### src/core/tlsr_map.vh
`ifndef TLSR_MAP_VH
`define TLSR_MAP_VH

// ----------------------------------------------------------------
// register offsets
// ----------------------------------------------------------------
`define TLSR_OFS_REM_OT      8'h07
`define TLSR_OFS_REM_OT_ALT  8'h0d
`define TLSR_OFS_REM_CRIT    8'h19
`define TLSR_OFS_LOC_LIMIT   8'h20
`define TLSR_OFS_HYST        8'h21
`define TLSR_OFS_STATUS2     8'h33
`define TLSR_OFS_MAKER_ID    8'hfe
`define TLSR_OFS_REVISION    8'hff

// ----------------------------------------------------------------
// reset values and fields
// ----------------------------------------------------------------
`define TLSR_RST_REM_OT      8'h55
`define TLSR_RST_REM_CRIT    8'h6e
`define TLSR_RST_LOC_LIMIT   8'h55
`define TLSR_RST_HYST        5'h0a
`define TLSR_BIT_NOT_READY   7
`define TLSR_BIT_COMP_DET    6
`define TLSR_HYST_W          5

// ----------------------------------------------------------------
// timing: power-up wait in microseconds, clock in MHz
// ----------------------------------------------------------------
`define TLSR_PWRUP_US        30000
`define TLSR_CLK_MHZ         100
`define TLSR_PWRUP_CYC       (`TLSR_PWRUP_US * `TLSR_CLK_MHZ)

`endif

### src/core/tlsr_limit_cmp.v
`include "tlsr_map.vh"

// comparator with hysteresis for one limit and one reading
module tlsr_limit_cmp (
    input  wire       CLOCK,
    input  wire       NRST,
    input  wire       upd,
    input  wire [7:0] reading,
    input  wire [7:0] limit,
    input  wire [4:0] hyst,
    output wire       flag
);
    reg        flag_q;
    wire [8:0] low_mark;

    // low mark borrows into bit 8 when hyst exceeds limit, and the flag then never clears
    assign low_mark = {1'b0, limit} - {4'h0, hyst};

    // ------------------------------------------------------------
    // set above limit, clear below limit minus hysteresis
    // ------------------------------------------------------------
    always @(posedge CLOCK) begin
        if (!NRST) begin
            flag_q <= 1'b0;
        end else if (upd) begin
            if (reading > limit)
                flag_q <= 1'b1;
            else if (!low_mark[8] && reading < low_mark[7:0])
                flag_q <= 1'b0;
        end
    end

    assign flag = flag_q;
endmodule // tlsr_limit_cmp

### src/core/tlsr_regs.v
// How it works
// - status2 bit 7 reads 1 during the 30 ms power-up wait, then 0.
// - status2 bit 6 reports compensation mode while a discrete transistor.
// - status2 bits 5 to 0 always read zero.
// - remote overtemp limit, 8-bit unsigned, resets to 55h.
// - one local limit serves both local comparisons, resets to 55h.
// - remote critical limit, 8-bit read/write, resets to 6Eh.
// - hysteresis holds 5 bits, upper bits read zero, resets to 0Ah.
// - maker identification is read-only and fixed.
// - die revision is read-only and fixed per die.
`include "tlsr_map.vh"

module tlsr_regs #(
    parameter [7:0]  MAKER_CODE = 8'h5a,   // arbitrary value
    parameter [7:0]  REV_CODE   = 8'h10,   // arbitrary value
    parameter [31:0] PWRUP_CYC  = `TLSR_PWRUP_CYC
) (
    input  wire       CLOCK,
    input  wire       NRST,
    input  wire [7:0] ADDR,
    input  wire [7:0] WDATA,
    input  wire       WR,
    input  wire       RD,
    output reg  [7:0] RDATA,
    input  wire       COMP_ENABLE,
    input  wire       DISCRETE_SENSOR,
    input  wire [7:0] REMOTE_TEMP,
    input  wire [7:0] LOCAL_TEMP,
    input  wire       TEMP_VALID,
    output wire       OVERTEMP_SHUTDOWN_FLAG,
    output wire       CRITICAL_TEMP_ALARM,
    output wire       REMOTE_OT_FLAG,
    output wire       REMOTE_CRIT_FLAG,
    output wire       LOCAL_FLAG
);
    reg  [7:0]  rem_ot_q;
    reg  [7:0]  rem_crit_q;
    reg  [7:0]  loc_limit_q;
    reg  [4:0]  hyst_q;
    reg  [31:0] pwrup_cnt_q;
    reg         not_ready_q;
    reg  [7:0]  rdata_d;
    wire [7:0]  status2;
    wire [2:0]  sel;

    // register select codes, shared by the write and read paths
    localparam [2:0] SEL_NONE     = 3'h0;
    localparam [2:0] SEL_REM_OT   = 3'h1;
    localparam [2:0] SEL_REM_CRIT = 3'h2;
    localparam [2:0] SEL_LOC      = 3'h3;
    localparam [2:0] SEL_HYST     = 3'h4;
    localparam [2:0] SEL_STATUS2  = 3'h5;
    localparam [2:0] SEL_MAKER    = 3'h6;
    localparam [2:0] SEL_REV      = 3'h7;

    // ------------------------------------------------------------
    // offset decode
    // ------------------------------------------------------------
    // one decode for both paths, so an alias cannot reach one side only
    function [2:0] reg_sel;
        input [7:0] ofs;
        begin
            case (ofs)
                `TLSR_OFS_REM_OT,
                `TLSR_OFS_REM_OT_ALT: reg_sel = SEL_REM_OT;
                `TLSR_OFS_REM_CRIT:   reg_sel = SEL_REM_CRIT;
                `TLSR_OFS_LOC_LIMIT:  reg_sel = SEL_LOC;
                `TLSR_OFS_HYST:       reg_sel = SEL_HYST;
                `TLSR_OFS_STATUS2:    reg_sel = SEL_STATUS2;
                `TLSR_OFS_MAKER_ID:   reg_sel = SEL_MAKER;
                `TLSR_OFS_REVISION:   reg_sel = SEL_REV;
                default:              reg_sel = SEL_NONE;
            endcase
        end
    endfunction

    assign sel = reg_sel(ADDR);

    // ------------------------------------------------------------
    // power-up wait counter
    // ------------------------------------------------------------
    always @(posedge CLOCK) begin
        if (!NRST) begin
            pwrup_cnt_q <= 32'h0000_0000;
            not_ready_q <= 1'b1;
        end else if (not_ready_q) begin
            if (pwrup_cnt_q >= PWRUP_CYC - 32'h1)
                not_ready_q <= 1'b0;
            pwrup_cnt_q <= pwrup_cnt_q + 32'h1;
        end
    end

    // ------------------------------------------------------------
    // writable limits
    // ------------------------------------------------------------
    always @(posedge CLOCK) begin
        if (!NRST) begin
            rem_ot_q    <= `TLSR_RST_REM_OT;
            rem_crit_q  <= `TLSR_RST_REM_CRIT;
            loc_limit_q <= `TLSR_RST_LOC_LIMIT;
            hyst_q      <= `TLSR_RST_HYST;
        end else if (WR) begin
            // writes to read-only or unknown offsets are dropped
            case (sel)
                SEL_REM_OT:   rem_ot_q    <= WDATA;
                SEL_REM_CRIT: rem_crit_q  <= WDATA;
                SEL_LOC:      loc_limit_q <= WDATA;
                SEL_HYST:     hyst_q      <= WDATA[`TLSR_HYST_W-1:0];
                default: ;
            endcase
        end
    end

    assign status2 = {not_ready_q, DISCRETE_SENSOR & COMP_ENABLE, 6'h00};

    // ------------------------------------------------------------
    // read mux
    // ------------------------------------------------------------
    always @* begin
        case (sel)
            SEL_REM_OT:   rdata_d = rem_ot_q;
            SEL_REM_CRIT: rdata_d = rem_crit_q;
            SEL_LOC:      rdata_d = loc_limit_q;
            SEL_HYST:     rdata_d = {3'h0, hyst_q};
            SEL_STATUS2:  rdata_d = status2;
            SEL_MAKER:    rdata_d = MAKER_CODE;
            SEL_REV:      rdata_d = REV_CODE;
            default:      rdata_d = 8'h00;
        endcase
    end

    // read data is registered, valid the cycle after RD
    always @(posedge CLOCK) begin
        if (!NRST)
            RDATA <= 8'h00;
        else if (RD)
            RDATA <= rdata_d;
    end

    // ------------------------------------------------------------
    // comparisons
    // ------------------------------------------------------------
    // remote overtemp compare
    tlsr_limit_cmp u_rem_ot (
        .CLOCK   (CLOCK),
        .NRST    (NRST),
        .upd     (TEMP_VALID),
        .reading (REMOTE_TEMP),
        .limit   (rem_ot_q),
        .hyst    (hyst_q),
        .flag    (REMOTE_OT_FLAG)
    );

    tlsr_limit_cmp u_rem_crit (
        .CLOCK   (CLOCK),
        .NRST    (NRST),
        .upd     (TEMP_VALID),
        .reading (REMOTE_TEMP),
        .limit   (rem_crit_q),
        .hyst    (hyst_q),
        .flag    (REMOTE_CRIT_FLAG)
    );

    // one local flag feeds both outputs
    tlsr_limit_cmp u_loc (
        .CLOCK   (CLOCK),
        .NRST    (NRST),
        .upd     (TEMP_VALID),
        .reading (LOCAL_TEMP),
        .limit   (loc_limit_q),
        .hyst    (hyst_q),
        .flag    (LOCAL_FLAG)
    );

    assign OVERTEMP_SHUTDOWN_FLAG = REMOTE_OT_FLAG | LOCAL_FLAG;
    assign CRITICAL_TEMP_ALARM    = REMOTE_CRIT_FLAG | LOCAL_FLAG;
endmodule // tlsr_regs

### config.mk
export PLATFORM = sky130hd
export DESIGN_NAME = tlsr_regs
export DESIGN_NICKNAME = d
export VERILOG_FILES = /design/src/core/tlsr_limit_cmp.v /design/src/core/tlsr_regs.v
export VERILOG_INCLUDE_DIRS = /design/src /design/src/core
export SDC_FILE = /design/constraint.sdc
export NUM_CORES = 1
export LEC_CHECK = 0
export BUFFER_PORTS_ARGS = -buffer_cell sky130_fd_sc_hd__buf_4
export CAP_MARGIN = 20
export CORE_UTILIZATION = 40
export CTS_CLUSTER_DIAMETER = 120
export DETAILED_ROUTE_END_ITERATION = 8
export GPL_TIMING_DRIVEN = 0
export HOLD_SLACK_MARGIN = 0.08
export PLACE_DENSITY_LB_ADDON = 0.25
export SYNTH_ARGS = -nofsm -noshare
export SYNTH_HDL_FRONTEND = slang
export SYNTH_SLANG_ARGS = --single-unit
### constraint.sdc
create_clock -name CLOCK -period 3.04 [get_ports CLOCK]
set_input_delay 0.608 -clock CLOCK [delete_from_list [all_inputs] [get_ports CLOCK]]
set_output_delay 0.608 -clock CLOCK [all_outputs]
set_load 0.01 [all_outputs]
==> results.cfg <==
[place]
io_buffers = 50
gp_congestion = 0.856
dp_worst_setup_slack_ns = -0.106
place_inst = 873
hpwl_um = 11200

[logic_synthesis]
ys_async_sr_fraction_pct = 0
ys_types = 57
synth.top_cell.area_share_pct = 27.7
syn_area_mm2 = 0.00527
synth_xor_area_share_pct = 4.82
synth_area_leaders = dfxtp_1, ha_1, nand3_1
synth_area_per_cell_um2 = 8.10
synth_top_family_by_area = simple AND/OR/NAND/NOR gates
ys_seq_area_share_pct = 27.7
yosysWarnings = 0
synth_top_area_cell = dfxtp_1
ys_dominant_reg_cell = dfxtp_1
synth-seq-cells = 73
muxShareOfSynthArea_pct = 1.33
yosys.area_share.simple_pct = 27.1
synth_adder_area_share_pct = 15.6
syn_inst = 651
synth-edff-count = 0
synth_compound_area_share_pct = 18.9
synthesis.nets = 754

[worst_setup_path]
cp_max_fo = 5
critPathRequiredTime_ns = 3.25
path_cells = clkinvlp_4 > buf_12 > ha_1 > nor2b_1 > o21a_1 > o21a_1 > o21ai_1 > a21oi_1 > ha_1 > o2111ai_1 > a21oi_1 > o31a_1 > o2111ai_1 > nand3_1
worstSetupPathType = reg -> reg
setup.worst_path.start_class = register
worst_setup_path_end_kind = register
r2r_start = hyst_q[1]
crit_path_top_delay_cell = dfxtp_2
setup.worst_path.start = hyst_q[1]
cp_top_family = compound AO/OA/AOI/OAI gates
max_stage_delay_ns = 0.37
cp.buffers_inverters = 2
worst_ep_arrival_time_ns = 3.05

[power_and_ir_drop]
pwr_density_cell_mw_per_mm2 = 376
power_mw = 2.35
irDropWorstVdd_mv = 0.295
p_leak_nw = 2.80

[sta]
hold_viol_final = 0
fin_ws_ns = 0.203
rsz0062_at_grt = false
maxSlewViolCount = 0
max_freq_ghz = 0.352
setup_tns_ns = 0
setup_viol = 0
fin_skew_ns = 0.00613
layout_min_cycle_time_ns = 2.84
maxSlewHeadroom_pct = 37.6
finalCritPeriodShare_pct = 93.3
worst-slew-pin-transition_ns = 0.928

[drt]
vias = 5034
firstDrtPassIters = 5
routed_wl_um = 14400
post_drt_wl_per_cell_um = 16.1
drc = 0
drt_iter0_drc = 389
antenna_left = 0
viasPerCell = 5.64

[grt]
grt_pass1_vias = 4767
grt_overflow = 0
grt_pass1_wl_um = 23400
antenna_found_initial = 0
grt_max_degree = 15
grt_use_total_pct = 22.3

[floorplan]
fp.coreArea_mm2 = 0.0127
die_x_um = 117
rows = 41
initial_core_util_pct = 41.4
io_pins = 52
die_y_um = 117
dieArea_mm2 = 0.0136

[layout]
antennaDiodeCount = 0
seqCellArea_mm2 = 0.00146
finalNonFillerCells = 893
drive_gt1_share_pct = 13.9
multi_input_area_mm2 = 0.00358
area_delta_synth_final_pct = 18.6
layout_commonest_cell = dfxtp_1
most-common-layout-cells = dfxtp_1, nand2_1, nand3_1
nNetsFinal = 819
n_fill_cell = 1286

[clock_network]
numCtsBuffers = 9
cts.path.max_buffers = 2
cts_hold_buffers = 0
root_buffer = clkbuf_16
htree_levels = 3
cts.sinks = 73
cts_tree = yes
clk_latency_ns = 0.33
path_clk_slew_ns = 0.06

[flow_run]
maxCapViolations = 0

[worst_hold_path]
min-delay-start = hyst_q[2]
hold_class = reg -> reg

[status]
status = finished, final reports clean
worst min-delay path, delay by kind of cell, from the launching register on:
| family | cells | cell delay [ns] |
|---|---|---|
| AOI/OAI and AO/OA | 1 | 0.06 |
| DFF | 1 | 0.32 |
| and+or+nand+nor | 1 | 0.05 |
power breakdown:
group          leakage, nW  internal (mW)  switching, mW
clock                0.157          0.727          0.426
sequential           0.590          0.965         0.0101
combinational         2.05          0.103          0.121
total                 2.80           1.79          0.557
registers in the layout, indices dropped and copies added, names as in the netlist, 5 cells and up:
signal / count
RDATA: 8
hyst_q: 5
loc_limit_q: 8
pwrup_cnt_q: 32
rem_crit_q: 8
rem_ot_q: 8
stage by stage:
step                      hold WS [ns]  area [um^2]  util, %
after detailed placement         0.479         5860     46.1
after floorplan                  0.443         5270        -
after global routing             0.532         6250     49.1
after global placement           0.463         5860     46.1
final                            0.486         6250     49.1
after CTS                        0.486         6190     48.7
cells in the mapped netlist, drive strengths merged, types with 12 or more instances:
library cell,number
a21boi,18
a21oi,31
and2,19
clkbuf,14
dfxtp,73
ha,61
inv,42
nand2,69
nand3,62
nand4,12
nor2,30
nor2b,19
nor3,16
o21ai,31
xnor2,18
logic make-up (layout without fill, tap and decap cells):
kind of cell	count (synthesis)	count (layout)
and+or+nand+nor	271	271
AOI/OAI and AO/OA	146	146
DFF	73	73
adders and majority gates	64	64
buffers and inverters	61	131
xor gates and xnor gates	29	29
muxes	7	7
metal layers:
metal  track usage (%)  vias to the layer above  wire, um
li1                  -                     2469         -
met1              30.4                     2372      6810
met2              36.1                      169      6390
met3              3.66                       24       893
met4              6.75                        0       299
met5                 0                        -         0
final cells by class:
class	count	share of cell area, %
Sequential cell	73	23.4
Inverter	42	2.58
Multi-Input combinational cell	517	57.3
Tap cell	172	3.44
Clock buffer	9	3.60
Clock inverter	7	1.64
Timing Repair Buffer	54	6.69
Buffer	19	1.32
final timing paths:
path	endpoint	slack [ns]	cells after the start
setup reg to reg	u_rem_ot.flag	0.20	14
hold / removal	hyst_q[2]	0.49	2
hold reg to reg	hyst_q[2]	0.49	2
setup / recovery	u_rem_ot.flag	0.20	14
repair_timing:
action	4_1_cts	5_1_grt
gates resized for setup	2	7
buffers inserted	0	4
pin swaps	0	1
cloned	0	0
endpoints found under the setup margin	1	2
(Power assumes the default switching activity.)
